### src/common/tcr_params.svh
// named constants for the tile core resource block
`ifndef TCR_PARAMS_SVH
`define TCR_PARAMS_SVH
`define TCR_MAX_CORES   5
`define TCR_PIPE_DEPTH  4
`define TCR_MAX_LOCKS   4
`define TCR_TIMER_W     32
`define TCR_TICK_NS     10
`define TCR_CLK_NS      25
`define TCR_REF_MHZ     100
`define TCR_STREAM_MBPS 313
`define TCR_LINK_NARROW 2
`define TCR_LINK_WIDE   5
`define TCR_BITS_NARROW 2
`define TCR_BITS_WIDE   4
`define TCR_TOKEN_W     8
`define TCR_NPINS       8
`define TCR_P1_PIN      0
`define TCR_P4_PINS     4
`define TCR_P8_PINS     8
`define TCR_CBIN_PIN    6
`define TCR_CBOUT_PIN   7
`define TCR_DIV_W       8
`endif

### src/common/tcr_pkg.sv
// types shared by the tile core resource modules
package tcr_pkg;
  typedef logic [2:0] tcr_core_t;
  typedef logic [1:0] tcr_lock_t;
  typedef logic [7:0] tcr_token_t;
  typedef enum logic [1:0] {
    OP_NONE = 2'h0,
    OP_SYNC = 2'h1,
    OP_ACQ  = 2'h3,
    OP_REL  = 2'h2
  } tcr_op_e;
  typedef enum logic [1:0] {
    LK_IDLE = 2'h0,
    LK_SEND = 2'h1
  } tcr_link_e;
endpackage

### src/common/tcr_sync_if.sv
// issued synchronisation and lock operations, and the blocked-core mask
`timescale 1ns/100ps
interface tcr_sync_if import tcr_pkg::*; #(
  parameter int NCORES = 5
) ();
  logic              opValid;
  tcr_core_t         opCore;
  tcr_op_e           opKind;
  tcr_lock_t         opLock;
  logic [NCORES-1:0] group;
  logic [NCORES-1:0] blocked;
  modport issuer (output opValid, output opCore, output opKind, output opLock,
                  output group, input blocked);
  modport keeper (input opValid, input opCore, input opKind, input opLock,
                  input group, output blocked);
endinterface // tcr_sync_if

### src/design/tcr_lock_sync.sv
// barrier synchroniser and mutual exclusion locks
`timescale 1ns/100ps
`include "tcr_params.svh"
module tcr_lock_sync import tcr_pkg::*; #(
  parameter int NCORES = `TCR_MAX_CORES,
  parameter int NLOCKS = `TCR_MAX_LOCKS
) (
  input wire logic mclk,
  input wire logic rst,
  tcr_sync_if.keeper sif
);
  logic [NCORES-1:0] arrived_r;
  logic [NCORES-1:0] opBit;
  logic [NCORES-1:0] lockWait [NLOCKS];

  assign opBit = NCORES'(1) << sif.opCore;

  // barrier: the last member to arrive releases the whole group at once
  always_ff @(posedge mclk) begin
    if (rst) begin
      arrived_r <= '0;
    end else if (sif.opValid && sif.opKind == OP_SYNC) begin
      if (((arrived_r | opBit) & sif.group) == sif.group) begin
        arrived_r <= arrived_r & ~sif.group;
      end else begin
        arrived_r <= arrived_r | opBit;
      end
    end
  end

  // one ownership record and one waiting set per lock
  genvar l;
  generate
    for (l = 0; l < NLOCKS; l++) begin : g_lock
      logic              held_r;
      tcr_core_t         owner_r;
      logic [NCORES-1:0] wait_r;
      logic              acq;
      logic              rel;
      logic              anyWait;
      tcr_core_t         nextOwner;
      assign acq = sif.opValid && sif.opKind == OP_ACQ && sif.opLock == tcr_lock_t'(l);
      assign rel = sif.opValid && sif.opKind == OP_REL && sif.opLock == tcr_lock_t'(l)
                   && held_r && owner_r == sif.opCore;
      // fair hand-over: first waiter after the current owner
      always_comb begin
        int idx;
        idx = 0;
        anyWait = 1'b0;
        nextOwner = owner_r;
        for (int k = NCORES; k >= 1; k--) begin
          idx = (int'(owner_r) + k) % NCORES;
          if (wait_r[idx]) begin
            anyWait = 1'b1;
            nextOwner = tcr_core_t'(idx);
          end
        end
      end
      always_ff @(posedge mclk) begin
        if (rst) begin
          held_r  <= 1'b0;
          owner_r <= '0;
          wait_r  <= '0;
        end else if (acq && !held_r) begin
          held_r  <= 1'b1;
          owner_r <= sif.opCore;
        end else if (acq && owner_r != sif.opCore) begin
          wait_r <= wait_r | opBit;
        end else if (rel && anyWait) begin
          owner_r <= nextOwner;
          wait_r  <= wait_r & ~(NCORES'(1) << nextOwner);
        end else if (rel) begin
          held_r <= 1'b0;
        end
      end
      assign lockWait[l] = wait_r;
    end
  endgenerate

  // a core stays blocked while parked on the barrier or on any lock
  always_comb begin
    sif.blocked = arrived_r;
    for (int i = 0; i < NLOCKS; i++) begin
      sif.blocked = sif.blocked | lockWait[i];
    end
  end
endmodule // tcr_lock_sync

### src/design/tcr_top.sv
// tile core resources: issue, timer, pin mux, clock blocks, link sender
`timescale 1ns/100ps
`include "tcr_params.svh"
module tcr_top import tcr_pkg::*; #(
  parameter int NCORES = `TCR_MAX_CORES,
  parameter int NLOCKS = `TCR_MAX_LOCKS,
  parameter int NCONN  = 2,
  parameter int NCB    = 2
) (
  input  wire logic                   mclk,
  input  wire logic                   rst,
  input  wire logic [NCORES-1:0]      coreActive,
  input  wire logic [NCORES-1:0]      coreIoWait,
  input  tcr_op_e                     coreOp [NCORES],
  input  tcr_lock_t                   coreLock [NCORES],
  input  wire logic [NCORES-1:0]      syncGroup,
  output logic                        issueValid,
  output tcr_core_t                   issueCore,
  input  wire logic                   cfgWr,
  input  wire logic                   cfgLinkEn,
  input  wire logic                   cfgLinkWide,
  input  wire logic [NCONN-1:0]       cfgConnStream,
  input  wire logic [2:0]             cfgPortEn,
  input  wire logic [2:0]             cfgPortOut,
  input  wire logic [$clog2(NCB)-1:0] cfgPortCb [3],
  input  wire logic [NCB-1:0]         cfgCbExt,
  input  wire logic [`TCR_DIV_W-1:0]  cfgCbDiv [NCB],
  input  wire logic [NCB-1:0]         cfgCbDrive,
  input  wire logic                   p1Wdata,
  input  wire logic [3:0]             p4Wdata,
  input  wire logic [7:0]             p8Wdata,
  output logic                        p1Rdata,
  output logic [3:0]                  p4Rdata,
  output logic [7:0]                  p8Rdata,
  input  wire logic [`TCR_NPINS-1:0]  pinIn,
  output logic [`TCR_NPINS-1:0]       pinOut,
  output logic [`TCR_NPINS-1:0]       pinOe,
  input  wire logic [NCONN-1:0]       connValid,
  input  tcr_token_t                  connData [NCONN],
  input  wire logic [NCONN-1:0]       connEnd,
  output logic [NCONN-1:0]            connTaken,
  output logic                        linkWideOut,
  output logic [`TCR_TIMER_W-1:0]     timerCount
);
  localparam int CBW = $clog2(NCB);
  localparam int CNW = (NCONN > 1) ? $clog2(NCONN) : 1;
  localparam int CLK_NS = `TCR_CLK_NS;
  localparam int TICK_NS = 1000 / `TCR_REF_MHZ;
  localparam int CD_LOAD = `TCR_PIPE_DEPTH - 1;

  generate
    if (NCORES < 1 || NCORES > `TCR_MAX_CORES || NLOCKS < 1 || NLOCKS > `TCR_MAX_LOCKS
        || NCB < 2 || NCONN < 1 || TICK_NS != `TCR_TICK_NS) begin : g_bad
      $error("tcr_top: parameter out of range");
    end
  endgenerate

  // ---- issue scheduler ----
  tcr_sync_if #(.NCORES(NCORES)) sif ();
  tcr_lock_sync #(.NCORES(NCORES), .NLOCKS(NLOCKS)) u_lock_sync (
    .mclk (mclk),
    .rst  (rst),
    .sif  (sif.keeper)
  );

  logic [1:0]        cd_r [NCORES];
  logic [NCORES-1:0] eligible;
  tcr_core_t         lastCore_r;
  tcr_core_t         pick;
  logic              anyElig;

  // a core re-issues only once its previous instruction left the pipeline
  genvar c;
  generate
    for (c = 0; c < NCORES; c++) begin : g_core
      assign eligible[c] = coreActive[c] && !coreIoWait[c] && !sif.blocked[c]
                           && cd_r[c] == 2'h0;
      always_ff @(posedge mclk) begin
        if (rst) begin
          cd_r[c] <= 2'h0;
        end else if (anyElig && pick == tcr_core_t'(c)) begin
          cd_r[c] <= 2'(CD_LOAD);
        end else if (cd_r[c] != 2'h0) begin
          cd_r[c] <= cd_r[c] - 2'h1;
        end
      end
    end
  endgenerate

  // round-robin search starting just after the last issued core
  always_comb begin
    int idx;
    idx = 0;
    anyElig = 1'b0;
    pick = lastCore_r;
    for (int k = NCORES; k >= 1; k--) begin
      idx = (int'(lastCore_r) + k) % NCORES;
      if (eligible[idx]) begin
        anyElig = 1'b1;
        pick = tcr_core_t'(idx);
      end
    end
  end

  // empty slot when no core may issue; five ready cores share one in five
  always_ff @(posedge mclk) begin
    if (rst) begin
      issueValid <= 1'b0;
      issueCore  <= '0;
      lastCore_r <= tcr_core_t'(NCORES - 1);
    end else begin
      issueValid <= anyElig;
      issueCore  <= pick;
      if (anyElig) begin
        lastCore_r <= pick;
      end
    end
  end

  assign sif.opValid = anyElig;
  assign sif.opCore  = pick;
  assign sif.opKind  = coreOp[pick];
  assign sif.opLock  = coreLock[pick];
  assign sif.group   = syncGroup;

  // ---- timer: 25 ns clock carries 10 ns ticks as a remainder ----
  logic [7:0] rem_r;
  logic [7:0] sum;
  assign sum = rem_r + 8'(CLK_NS);
  always_ff @(posedge mclk) begin
    if (rst) begin
      rem_r      <= 8'h00;
      timerCount <= '0;
    end else begin
      rem_r      <= sum % 8'(TICK_NS);
      timerCount <= timerCount + `TCR_TIMER_W'(sum / 8'(TICK_NS));
    end
  end

  // ---- configuration, loaded as one image on cfgWr ----
  logic                 linkEn_r;
  logic                 linkWide_r;
  logic [NCONN-1:0]     stream_r;
  logic [2:0]           portEn_r;
  logic [2:0]           portOut_r;
  logic [CBW-1:0]       portCb_r [3];
  logic [NCB-1:0]       cbExt_r;
  logic [`TCR_DIV_W-1:0] cbDiv_r [NCB];
  logic [NCB-1:0]       cbDrive_r;
  always_ff @(posedge mclk) begin
    if (rst) begin
      linkEn_r   <= 1'b0;
      linkWide_r <= 1'b0;
      stream_r   <= '0;
      portEn_r   <= 3'h0;
      portOut_r  <= 3'h0;
      portCb_r   <= '{default: '0};
      cbExt_r    <= '0;
      cbDiv_r    <= '{default: '0};
      cbDrive_r  <= '0;
    end else if (cfgWr) begin
      linkEn_r   <= cfgLinkEn;
      linkWide_r <= cfgLinkWide;
      stream_r   <= cfgConnStream;
      portEn_r   <= cfgPortEn;
      portOut_r  <= cfgPortOut;
      portCb_r   <= cfgPortCb;
      cbExt_r    <= cfgCbExt;
      cbDiv_r    <= cfgCbDiv;
      cbDrive_r  <= cfgCbDrive;
    end
  end
  assign linkWideOut = linkWide_r;

  // ---- clock blocks: pin edge or divided reference ----
  logic                  cbPinPrev_r;
  logic [NCB-1:0]        cbTick_r;
  logic [NCB-1:0]        cbLevel_r;
  logic [`TCR_DIV_W-1:0] cbCnt_r [NCB];
  genvar b;
  generate
    for (b = 0; b < NCB; b++) begin : g_cb
      always_ff @(posedge mclk) begin
        if (rst) begin
          cbCnt_r[b]   <= '0;
          cbTick_r[b]  <= 1'b0;
          cbLevel_r[b] <= 1'b0;
        end else begin
          if (cbExt_r[b]) begin
            cbTick_r[b] <= pinIn[`TCR_CBIN_PIN] && !cbPinPrev_r;
            cbCnt_r[b]  <= '0;
          end else if (cbCnt_r[b] >= cbDiv_r[b]) begin
            cbTick_r[b] <= 1'b1;
            cbCnt_r[b]  <= '0;
          end else begin
            cbTick_r[b] <= 1'b0;
            cbCnt_r[b]  <= cbCnt_r[b] + 1'b1;
          end
          if (cbTick_r[b]) begin
            cbLevel_r[b] <= !cbLevel_r[b];
          end
        end
      end
    end
  endgenerate
  always_ff @(posedge mclk) begin
    if (rst) begin
      cbPinPrev_r <= 1'b0;
    end else begin
      cbPinPrev_r <= pinIn[`TCR_CBIN_PIN];
    end
  end

  // ---- ports: latch on their clock block tick, whole width always ----
  logic       p1Lat_r;
  logic [3:0] p4Lat_r;
  logic [7:0] p8Lat_r;
  logic [2:0] portTick;
  always_comb begin
    for (int i = 0; i < 3; i++) begin
      portTick[i] = cbTick_r[portCb_r[i]];
    end
  end
  always_ff @(posedge mclk) begin
    if (rst) begin
      p1Lat_r <= 1'b0;
      p4Lat_r <= 4'h0;
      p8Lat_r <= 8'h00;
      p1Rdata <= 1'b0;
      p4Rdata <= 4'h0;
      p8Rdata <= 8'h00;
    end else begin
      if (portTick[0] && portOut_r[0]) p1Lat_r <= p1Wdata;
      if (portTick[1] && portOut_r[1]) p4Lat_r <= p4Wdata;
      if (portTick[2] && portOut_r[2]) p8Lat_r <= p8Wdata;
      // inputs sample every pin of the port even when another owns some
      if (portTick[0] && !portOut_r[0]) p1Rdata <= pinIn[`TCR_P1_PIN];
      if (portTick[1] && !portOut_r[1]) p4Rdata <= pinIn[`TCR_P4_PINS-1:0];
      if (portTick[2] && !portOut_r[2]) p8Rdata <= pinIn[`TCR_P8_PINS-1:0];
    end
  end

  // ---- pin mux: link, clock out, then narrowest port first ----
  logic [4:0] lnkWire_r;
  logic       cbOutOn;
  logic       cbOutVal;
  int         linkLanes;
  assign linkLanes = linkWide_r ? `TCR_LINK_WIDE : `TCR_LINK_NARROW;
  always_comb begin
    cbOutOn = 1'b0;
    cbOutVal = 1'b0;
    for (int i = NCB - 1; i >= 0; i--) begin
      if (cbDrive_r[i]) begin
        cbOutOn = 1'b1;
        cbOutVal = cbLevel_r[i];
      end
    end
  end
  genvar p;
  generate
    for (p = 0; p < `TCR_NPINS; p++) begin : g_pin
      logic oNxt;
      logic eNxt;
      always_comb begin
        oNxt = 1'b0;
        eNxt = 1'b0;
        if (linkEn_r && p < linkLanes) begin
          oNxt = lnkWire_r[p % 5];
          eNxt = 1'b1;
        end else if (cbOutOn && p == `TCR_CBOUT_PIN) begin
          oNxt = cbOutVal;
          eNxt = 1'b1;
        end else if (portEn_r[0] && p == `TCR_P1_PIN) begin
          oNxt = p1Lat_r;
          eNxt = portOut_r[0];
        end else if (portEn_r[1] && p < `TCR_P4_PINS) begin
          oNxt = p4Lat_r[p % 4];
          eNxt = portOut_r[1];
        end else if (portEn_r[2] && p < `TCR_P8_PINS) begin
          oNxt = p8Lat_r[p];
          eNxt = portOut_r[2];
        end
      end
      always_ff @(posedge mclk) begin
        if (rst) begin
          pinOut[p] <= 1'b0;
          pinOe[p]  <= 1'b0;
        end else begin
          pinOut[p] <= oNxt;
          pinOe[p]  <= eNxt;
        end
      end
    end
  endgenerate

  // ---- link sender: the single link toward the switch and analog node ----
  tcr_link_e      lkState_r;
  logic [CNW-1:0] owner_r;
  logic           pktOpen_r;
  logic           strm_r;
  tcr_token_t     shift_r;
  logic [2:0]     beats_r;
  logic           reserved;
  logic           candOk;
  logic [CNW-1:0] cand;
  assign reserved = pktOpen_r || (strm_r && stream_r[owner_r]);
  always_comb begin
    int idx;
    idx = 0;
    cand = owner_r;
    candOk = 1'b0;
    if (reserved) begin
      candOk = connValid[owner_r];
    end else begin
      for (int k = NCONN; k >= 1; k--) begin
        idx = (int'(owner_r) + k) % NCONN;
        if (connValid[idx]) begin
          candOk = 1'b1;
          cand = CNW'(idx);
        end
      end
    end
  end
  // narrow mode carries no beat marker; framing is left to the far end
  always_ff @(posedge mclk) begin
    if (rst || !linkEn_r) begin
      lkState_r <= LK_IDLE;
      owner_r   <= '0;
      pktOpen_r <= 1'b0;
      strm_r    <= 1'b0;
      shift_r   <= '0;
      beats_r   <= 3'h0;
      lnkWire_r <= 5'h00;
      connTaken <= '0;
    end else begin
      connTaken <= '0;
      case (lkState_r)
        LK_IDLE: begin
          lnkWire_r <= 5'h00;
          if (candOk) begin
            owner_r   <= cand;
            connTaken <= NCONN'(1) << cand;
            shift_r   <= connData[cand];
            strm_r    <= stream_r[cand];
            pktOpen_r <= !stream_r[cand] && !connEnd[cand];
            beats_r   <= linkWide_r ? 3'(`TCR_TOKEN_W / `TCR_BITS_WIDE)
                                    : 3'(`TCR_TOKEN_W / `TCR_BITS_NARROW);
            lkState_r <= LK_SEND;
          end
        end
        LK_SEND: begin
          if (linkWide_r) begin
            lnkWire_r <= {1'b1, shift_r[3:0]};
            shift_r   <= shift_r >> `TCR_BITS_WIDE;
          end else begin
            lnkWire_r <= {3'h0, shift_r[1:0]};
            shift_r   <= shift_r >> `TCR_BITS_NARROW;
          end
          beats_r <= beats_r - 3'h1;
          if (beats_r == 3'h1) begin
            lkState_r <= LK_IDLE;
          end
        end
        default: lkState_r <= LK_IDLE;
      endcase
    end
  end
endmodule // tcr_top

### config.mk
export PLATFORM = sky130hd
export DESIGN_NAME = tcr_top
export DESIGN_NICKNAME = d
export VERILOG_FILES = /design/src/common/tcr_pkg.sv /design/src/common/tcr_sync_if.sv /design/src/design/tcr_lock_sync.sv /design/src/design/tcr_top.sv
export VERILOG_INCLUDE_DIRS = /design/src /design/src/common
export SDC_FILE = /design/constraint.sdc
export NUM_CORES = 1
export LEC_CHECK = 0
export BUFFER_PORTS_ARGS = -buffer_cell sky130_fd_sc_hd__buf_2
export CAP_MARGIN = 20
export CORE_MARGIN = 2
export CORE_UTILIZATION = 54
export CTS_CLUSTER_SIZE = 12
export DETAILED_ROUTE_END_ITERATION = 12
export GPL_TIMING_DRIVEN = 0
export PLACE_DENSITY = 0.75
export SYNTH_ARGS = -nofsm -noshare
export SYNTH_HDL_FRONTEND = slang
export SYNTH_SLANG_ARGS = --single-unit
export TNS_END_PERCENT = 100
### constraint.sdc
create_clock -name mclk -period 17.3 [get_ports mclk]
set_input_delay 3.46 -clock mclk [delete_from_list [all_inputs] [get_ports mclk]]
set_output_delay 3.46 -clock mclk [all_outputs]
set_load 0.02 [all_outputs]
==> metrics.txt, run 1 <==
status=finished clean; Die ar.=around 36000 µm²; worst-case clock skew=approximately 0.023 ns; Die Wd=about 190 µm; WS Path Type=reg -> reg; Register Area=~4500 µm²; vias in the first global route=17600; sequential-to-total area share from yosys stat=0.241; Clock Power Share=0.116; DIE HEIGHT=approximately 190 µm; Mapped Area=18900 µm²; ys flop type=dfxtp_1; WHS Endpoint=pinOut[4]; drt wl/cell=18.0 µm; Synth Warn #=0; Layout Nets=2846; worst r2r path cells=27; asr flop ratio synth=0; GRT Overall Usage=0.291; commonest non-fill, non-tap cell in the layout=nor2_1; WL final=54500 µm; Synth cell types=roughly 120; Starting Density=0.548; largest net degree at the start of global routing=14; worst vdd ir=slightly above 400 µV; worst slew pin tran=about 0.99 ns; main combinational cell family by area after synthesis=compound AO/OA/AOI/OAI gates; ranking of synthesized cells by area=dfxtp_1, ha_1, mux2i_1; ratio of cells with drive above 1 in the final layout=0.130; Switch Pwr=roughly 2.5 mW; Gate power share=0.744; CP startpoint=lastCore_r[0]; Post-Synth XOR/XNOR Area=0.0529; Synth Register Bits=around 210; initial antenna violation count=2; leading area contributor after synthesis=dfxtp_1; Post-synth EDFFs=26; HPWL Detailed=about 42000 µm; fill count=between 3000 and 4000; flop2flop setup slack=8.28 ns; # IOs=180; hold_buf cts=0; final worst slack=roughly 8.3 ns; dpl cells=between 2000 and 3000; setup violators final=0; P per Cell Area=about 220 nW/µm²; GP Congestion=around 0.94; Crit path required time=~18 ns; clock buffer count from CTS=25; Place WS=approximately 8.7 ns; multi-input logic area=about 13000 µm²; via count=~18000; crit path DAT=~9.4 ns; residual DRC count=0; synth-to-layout area growth=12.4%; Core Rows=68; MaxCap Viol Count=0; ANT cells=0; post-synth top area share=0.199; global-route wire length before repair=about 87000 µm; unrepaired setup endpoints after global routing=no; final worst path period share=0.521; Leakage=8.95 nW; Clock H-tree levels=1; setup TNS=0 ns; Pins Over Slew Limit=0; Crit. End Element=register; worst r2r src=lastCore_r[0]; DR pass1 iterations=6; Tmin final=approximately 9.0 ns; worst-path fanout max=11; vias per inst=approximately 6; Seq pwr share=0.140; internal cell power=approximately 2.1 mW; R2R Path End=u_lock_sync.g_lock[3].wait_r[0]; Fin. Hold Viols=0; Port Buffer Count=~180; Synth Area in Compound Gates=0.221; Synth Area per Inst=8.06 µm²; Net Sw Frac=0.536; clk_lat worst skew=between 0.5 and 0.6 ns; max_slew headroom=0.337; hold crit path type=reg -> reg; CTS root buf=clkbuf_16; simple-gate area share of the yosys netlist=0.219; Iter 0 DRT Violations=1227; mux contribution to synthesized area=0.0941; achievable frequency=approximately 0.11 GHz; cts repair resizes=0; WHS Path Cells=2; Synth Instances=around 2300; hold_ws=a little under 0.5 ns; adder-cell area share of the yosys netlist=0.117; Setup crit start kind=register; min-delay src=lnkWire_r[4]; CTS tree=yes; most frequent cells in the layout=nor2_1, dfxtp_1, buf_2; Finished Layout Cells=3035; CORE AREA=between 30000 and 40000 µm²; Post-CTS Setup Repair Bufs=0; Remaining Overflow, GRT=0; clock sinks=214; clock tree buffer depth=3; Clock transition at path regs=approximately 0.060 ns; Post-DRT Antenna Nets=0
-- Yosys cell counts, drive strengths merged, types with 29 or more instances --
cell type / count
xor2: 37
inv: 154
a31oi: 33
or3: 30
nand2: 142
and2: 29
nand3: 68
a211oi: 31
nand2b: 60
nor3: 65
xnor2: 74
nor2b: 32
dfxtp: 188
clkbuf: 89
nor2: 261
o31ai: 30
ha: 168
a21oi: 165
o21ai: 106
mux2i: 120
o211ai: 31
-- registers in the layout, summed over array words and instances, names as in the netlist, 4 cells and up --
name	cells
u_lock_sync.g_lock.owner_r	12
timerCount	32
u_lock_sync.g_lock.held_r	4
p4Rdata	4
cbCnt_r	16
shift_r	8
lnkWire_r	5
cd_r	10
u_lock_sync.arrived_r	5
pinOe	6
cbDiv_r	16
rem_r	8
p8Lat_r	8
u_lock_sync.g_lock.wait_r	20
p8Rdata	8
pinOut	8
p4Lat_r	4
-- layout make-up --
| cell class | instances | area share |
|---|---|---|
| multi-input combinational | 1875 | 0.629 |
| sequential | 214 | 0.214 |
| timing repair buffer | 178 | 0.0420 |
| clock buffer | 37 | 0.0335 |
| inverter | 158 | 0.0279 |
| tap | 455 | 0.0268 |
| buffer | 110 | 0.0212 |
| clock inverter | 8 | 0.00507 |
-- per-layer routing --
metal / wire (µm) / part of all wire / GRT usage
met1: 22500 / 0.41 / 0.356
met2: 25800 / 0.47 / 0.507
met3: 4450 / 0.082 / 0.0553
met4: 1680 / 0.031 / 0.103
met5: 13 / 0.00024 / 0
-- cells by family after synthesis --
group	count (synthesis)
other	1
xor gates and xnor gates	111
DFF	214
adders and majority gates	174
buffers and inverters	268
and+or+nand+nor	821
AOI/OAI and AO/OA	599
muxes	154
-- critical path: stages, from the launching register on --
cell      delay, ns
dfxtp_1        0.46
buf_2          0.28
buf_1          0.46
clkbuf_1       0.45
inv_1          0.21
ha_1           0.57
clkbuf_1       0.47
inv_1          0.20
ha_1           0.27
or2_2          0.32
o211ai_1       0.30
nand2_1        0.19
ha_1           0.41
inv_1          0.08
nor4_1         0.37
nor3_1         0.11
a211o_1        0.31
a31o_1         0.24
a221oi_2       0.38
or3_4          0.22
o21ai_4        0.07
buf_6          0.16
nor4_2         0.64
a32oi_2        0.14
nand2b_1       0.33
or4_4          0.59
o41ai_1        0.53
o21ai_1        0.11
-- how the worst max path moves through the flow --
| stage | to | cells past startpoint |
|---|---|---|
| global placement | u_lock_sync.g_lock[3].wait_r[0] | 27 |
| detailed placement | u_lock_sync.g_lock[3].wait_r[0] | 27 |
| CTS | u_lock_sync.g_lock[3].wait_r[0] | 27 |
| finish | u_lock_sync.g_lock[3].wait_r[0] | 27 |
| floorplan | u_lock_sync.g_lock[1].wait_r[2] | 16 |
| global route | u_lock_sync.g_lock[3].wait_r[0] | 26 |
-- metrics by stage --
stage                     utilization  instance area, µm²  power (mW)
after floorplan                     -               18900        3.18
after global placement          0.592               20400        3.88
after detailed placement        0.592               20400        3.98
after CTS                       0.616               21200        4.53
after global routing            0.616               21200        4.94
final                           0.616               21200        4.58
-- power groups by stage --
stage | combinational [mW] | sequential (mW) | clock, mW
after floorplan | 2.54 | 0.646 | 0
after CTS | 3.35 | 0.641 | 0.538
after detailed placement | 3.33 | 0.651 | 0
after global routing | 3.74 | 0.650 | 0.557
final | 3.41 | 0.642 | 0.530
after global placement | 3.23 | 0.648 | 0
Note: power is estimated with default switching activity, not from simulation.
==> run 2, diff against run 1 <==
Clock period 17.3 ns to 9.3 ns, I/O delays scaled along.
==> run 2 against run 1 <==
Compared with the run above:
- first-iteration DRC count barely moved
- global-route usage did not move
- highest routed layer unchanged
- worst setup slack lost 7.7 ns
- critical path type unchanged
- clock power is 86% higher
==> metrics.txt, run 2 (synthesized netlist as in run 1, its figures left out) <==
initial antenna violation count=2; Post-DRT Antenna Nets=0; Fin. Hold Viols=0; top flop regs=timerCount x32, u_lock_sync.g_lock.wait_r x20; R2R Path End=u_lock_sync.g_lock[3].wait_r[0]; cts repair resizes=0; Layout Nets=between 2000 and 3000; vias in the first global route=between 15000 and 20000; GRT Overall Usage=0.291; Tmin final=roughly 9 ns; final worst path period share=0.940; WS Path Type=reg -> reg; clock buffer count from CTS=25; worst-case clock skew=0.0206 ns; hold crit path type=reg -> reg; Remaining Overflow, GRT=0; largest net degree at the start of global routing=14; critical path depth=26; HPWL Detailed=42200 µm; Leakage=roughly 9.0 nW; setup TNS=0 ns; worst r2r src=lastCore_r[0]; max reg flops=32; ANT cells=0; unrepaired setup endpoints after global routing=no; CTS tree=yes; fill count=between 3000 and 4000; overall power=roughly 8.6 mW; cell family with most CP delay=compound AO/OA/AOI/OAI gates; Area after DPL=roughly 20000 µm²; Most flops, register=timerCount; commonest non-fill, non-tap cell in the layout=nor2_1; post-route cell area=about 21000 µm²; max_slew headroom=0.313; Core Util, Final=0.616; setup violators final=0; drt wl/cell=about 18 µm; global-route wire length before repair=87100 µm; Critical Path End=u_lock_sync.g_lock[3].wait_r[0]; GP Congestion=0.939; Slowest Stage Delay on Critical Path=between 0.5 and 0.6 ns; Post-CTS Setup Repair Bufs=0; crit path DAT=approximately 9.1 ns; clock tree buffer depth=3; worst slew pin tran=between 1 and 1.5 ns; DR pass1 iterations=7; Setup crit start kind=register; buffers and inverters on the worst path=7; hold_buf cts=0; Clock transition at path regs=roughly 0.060 ns; CORE AREA=34500 µm²; clock sinks=approximately 210; MaxCap Viol Count=0; worst-path fanout max=11; worst r2r path cells=26; Core Rows=between 60 and 70; min-delay src=lnkWire_r[4]; slowest CP cell=or4_4; CP startpoint=lastCore_r[0]; flop2flop setup slack=~0.56 ns; Starting Density=0.548; worst vdd ir=792 µV; Crit path required time=just under 10 ns; clk_lat worst skew=0.55 ns; CTS root buf=clkbuf_16; synth-to-layout area growth=12.4%; DIE HEIGHT=~190 µm; achievable frequency=roughly 0.11 GHz; P per Cell Area=403 nW/µm²; Die ar.=approximately 36000 µm²; Port Buffer Count=178; residual DRC count=0; WL final=between 50000 and 60000 µm; status=finished clean; Iter 0 DRT Violations=1226; most frequent cells in the layout=nor2_1, dfxtp_1, buf_2; Pins Over Slew Limit=0; Die Wd=191 µm; via count=roughly 18000; Crit. End Element=register; vias per inst=just over 6; # IOs=180; Clock H-tree levels=1; ratio of cells with drive above 1 in the final layout=0.131
run 2: cell count changes in the layout (fill, tap and decap cells not counted):
cell	change
clkbuf_2	+1
nor4_4	+1
nor4_2	-1
clkbuf_1	-1
run 2: through the flow:
stage	cells	hold slack [ns]	worst slack, ns
final	3035	0.482	0.558
after global routing	3035	0.503	0.160
after CTS	3035	0.484	0.594
after detailed placement	2990	0.454	0.654
after global placement	2990	0.456	0.820
after floorplan	2357	0.430	2.29
run 2: worst min-delay path, cell delays in order (launching register included):
cell and delay, ns:
dfxtp_1 0.29, nand3_1 0.08, a21oi_1 0.06
run 2: worst min path at each step:
| stage | end | slack, ns | cells after the start |
|---|---|---|---|
| final | pinOut[4] | 0.48 | 2 |
| after global routing | lnkWire_r[3] | 0.50 | 1 |
| after CTS | pinOut[1] | 0.48 | 2 |
| after detailed placement | pinOut[6] | 0.45 | 1 |
| after global placement | pinOut[6] | 0.46 | 1 |
| after floorplan | pinOut[5] | 0.43 | 1 |
run 2: where the power goes:
group	switching (mW)	internal, mW
Combinational	4.07	2.30
Sequential	0.118	1.08
Clock	0.401	0.587
Total	4.59	3.97
run 2: final cells by class:
| cell class | count | area [µm²] | share of cell area |
|---|---|---|---|
| Buffer | 110 | 452 | 0.0213 |
| Clock buffer | 37 | 712 | 0.0335 |
| Clock inverter | 8 | 108 | 0.00507 |
| Inverter | 158 | 593 | 0.0279 |
| Multi-Input combinational cell | 1875 | 13400 | 0.629 |
| Sequential cell | 214 | 4540 | 0.214 |
| Tap cell | 455 | 569 | 0.0268 |
| Timing Repair Buffer | 178 | 891 | 0.0420 |
run 2: metal layers:
metal / part of all wire / vias to the layer above / global-route usage
li1: - / 8901 / -
met1: 0.41 / 8595 / 0.356
met2: 0.47 / 739 / 0.507
met3: 0.081 / 125 / 0.0553
met4: 0.032 / 2 / 0.103
met5: 0.00024 / - / 0
==> run 3, diff against run 2 <==
Settings changed: ABC_AREA set to 1, SLEW_MARGIN set to 20.
==> run 3 against run 2 <==
Compared with the run above:
- first-iteration DRC count decreased by 2.9%
- fmax increased by 19%
- worst setup slack improved by 1.4 ns
- flip-flop and latch count unchanged
- global-route usage decreased by 0.38 points
==> metrics.txt, run 3 <==
GP Congestion=0.924; sequential-to-total area share from yosys stat=0.255; clock buffer count from CTS=25; WS Path Type=reg -> reg; top flop regs=timerCount x32, u_lock_sync.g_lock.wait_r x20; Post-synth EDFFs=26; Synth Instances=2698; worst-case clock skew=~0.019 ns; most frequent cells in the layout=nand2_1, inv_1, nor2_1; post-synth top area share=0.211; Die Wd=about 190 µm; clock tree buffer depth=3; Remaining Overflow, GRT=0; Most flops, register=timerCount; MaxCap Viol Count=0; hold_buf cts=0; unrepaired setup endpoints after global routing=no; WL final=50400 µm; ratio of cells with drive above 1 in the final layout=0.124; Clock H-tree levels=1; DR pass1 iterations=6; via count=between 15000 and 20000; slowest CP cell=dfxtp_1; ranking of synthesized cells by area=dfxtp_1, nand2_1, ha_1; Crit path required time=roughly 9.7 ns; Synth Warn #=0; vias in the first global route=17400; leading area contributor after synthesis=dfxtp_1; # IOs=180; CP startpoint=rem_r[0]; clk_lat worst skew=0.53 ns; commonest non-fill, non-tap cell in the layout=nand2_1; vias per inst=5.43; Iter 0 DRT Violations=1190; initial antenna violation count=1; setup TNS=0 ns; Port Buffer Count=between 150 and 200; Post-DRT Antenna Nets=0; global-route wire length before repair=between 80000 and 90000 µm; max_slew headroom=0.390; setup violators final=0; GRT Overall Usage=0.287; ANT cells=0; ys flop type=dfxtp_1; Fin. Hold Viols=0; Synth Area per Inst=about 6.6 µm²; Synth Register Bits=approximately 210; Clock transition at path regs=around 0.06 ns; CTS root buf=clkbuf_16; CORE AREA=32500 µm²; largest net degree at the start of global routing=13; worst r2r src=rem_r[0]; final worst slack=about 1.9 ns; crit path DAT=7.77 ns; Mapped Area=roughly 18000 µm²; synth-to-layout area growth=13.1%; asr flop ratio synth=0; Post-synth top cells=nand2_1, inv_1, nor2_1; DIE HEIGHT=~190 µm; worst-path fanout max=7; top-count cell post-synth=nand2_1; Synth cell types=73; Post-CTS Setup Repair Bufs=0; residual DRC count=0; final worst path period share=0.792; Core Rows=66; Die ar.=about 34000 µm²; drt wl/cell=approximately 15 µm; clock sinks=approximately 210; Crit. End Element=register; status=finished clean; Pins Over Slew Limit=0; achievable frequency=between 0.1 and 0.15 GHz; worst slew pin tran=~0.92 ns; HPWL Detailed=39200 µm; hold_ws=between 0.4 and 0.5 ns; max reg flops=32; min-delay src=p8Lat_r[5]; Slowest Stage Delay on Critical Path=around 0.4 ns; cts repair resizes=0; Starting Density=0.548; Setup crit start kind=register; Tmin final=around 7.4 ns; cell repeated most along the worst path=nand2_1; CTS tree=yes; Place WS=2.06 ns; Layout Nets=between 3000 and 4000; hold crit path type=reg -> reg
run 3: logic make-up (layout without fill, tap and decap cells):
group | after synthesis | after routing | synth area share
AOI/OAI and AO/OA | 534 | 534 | 0.167
buffers and inverters | 463 | 682 | 0.102
muxes | 4 | 4 | 0.00232
DFF | 214 | 214 | 0.255
other | 1 | 16 | 0.000210
adders and majority gates | 172 | 172 | 0.122
xor gates and xnor gates | 91 | 91 | 0.0462
and+or+nand+nor | 1219 | 1219 | 0.305
run 3: worst paths after layout:
check | endpoint | slack (ns) | cells past startpoint
worst max-delay path | timerCount[31] | 1.93 | 53
worst min-delay path | pinOut[5] | 0.44 | 2
worst max register to register | timerCount[31] | 1.93 | 53
worst min register to register | pinOut[5] | 0.44 | 2
run 3: area by class of cell:
type,count,area [µm²]
clock buffers,31,688
fillers,3097,12400
plain buffers,63,315
well taps,442,553
repair buffers,178,891
multi-input cells,2036,11500
flip-flops and latches,214,4540
clock inverters,10,139
inverters,400,1500
run 3: per-layer routing:
metal,global-route usage,routed length [µm]
met1,0.362,21600
met4,0.0869,1320
met3,0.0475,3880
met5,0,13
met2,0.500,23600
run 3: worst max-delay path, delay by kind of cell (launching register included):
family	cells	cell delay (ns)
buffers and inverters	5	0.45
DFF	1	0.41
and+or+nand+nor	39	4.73
xor gates and xnor gates	3	0.74
adders and majority gates	3	0.68
AOI/OAI and AO/OA	3	0.27
run 3: through the flow:
step	util	std cells	instance area, µm²
after floorplan	-	2713	17900
after global placement	0.594	3333	19300
after detailed placement	0.594	3333	19300
after CTS	0.619	3374	20200
after global routing	0.619	3374	20200
final	0.619	3374	20200
Power of run 3 is left out: the tool's default activity adds up to more than one toggle a clock period on the data nets, which glitch-free logic cannot reach.
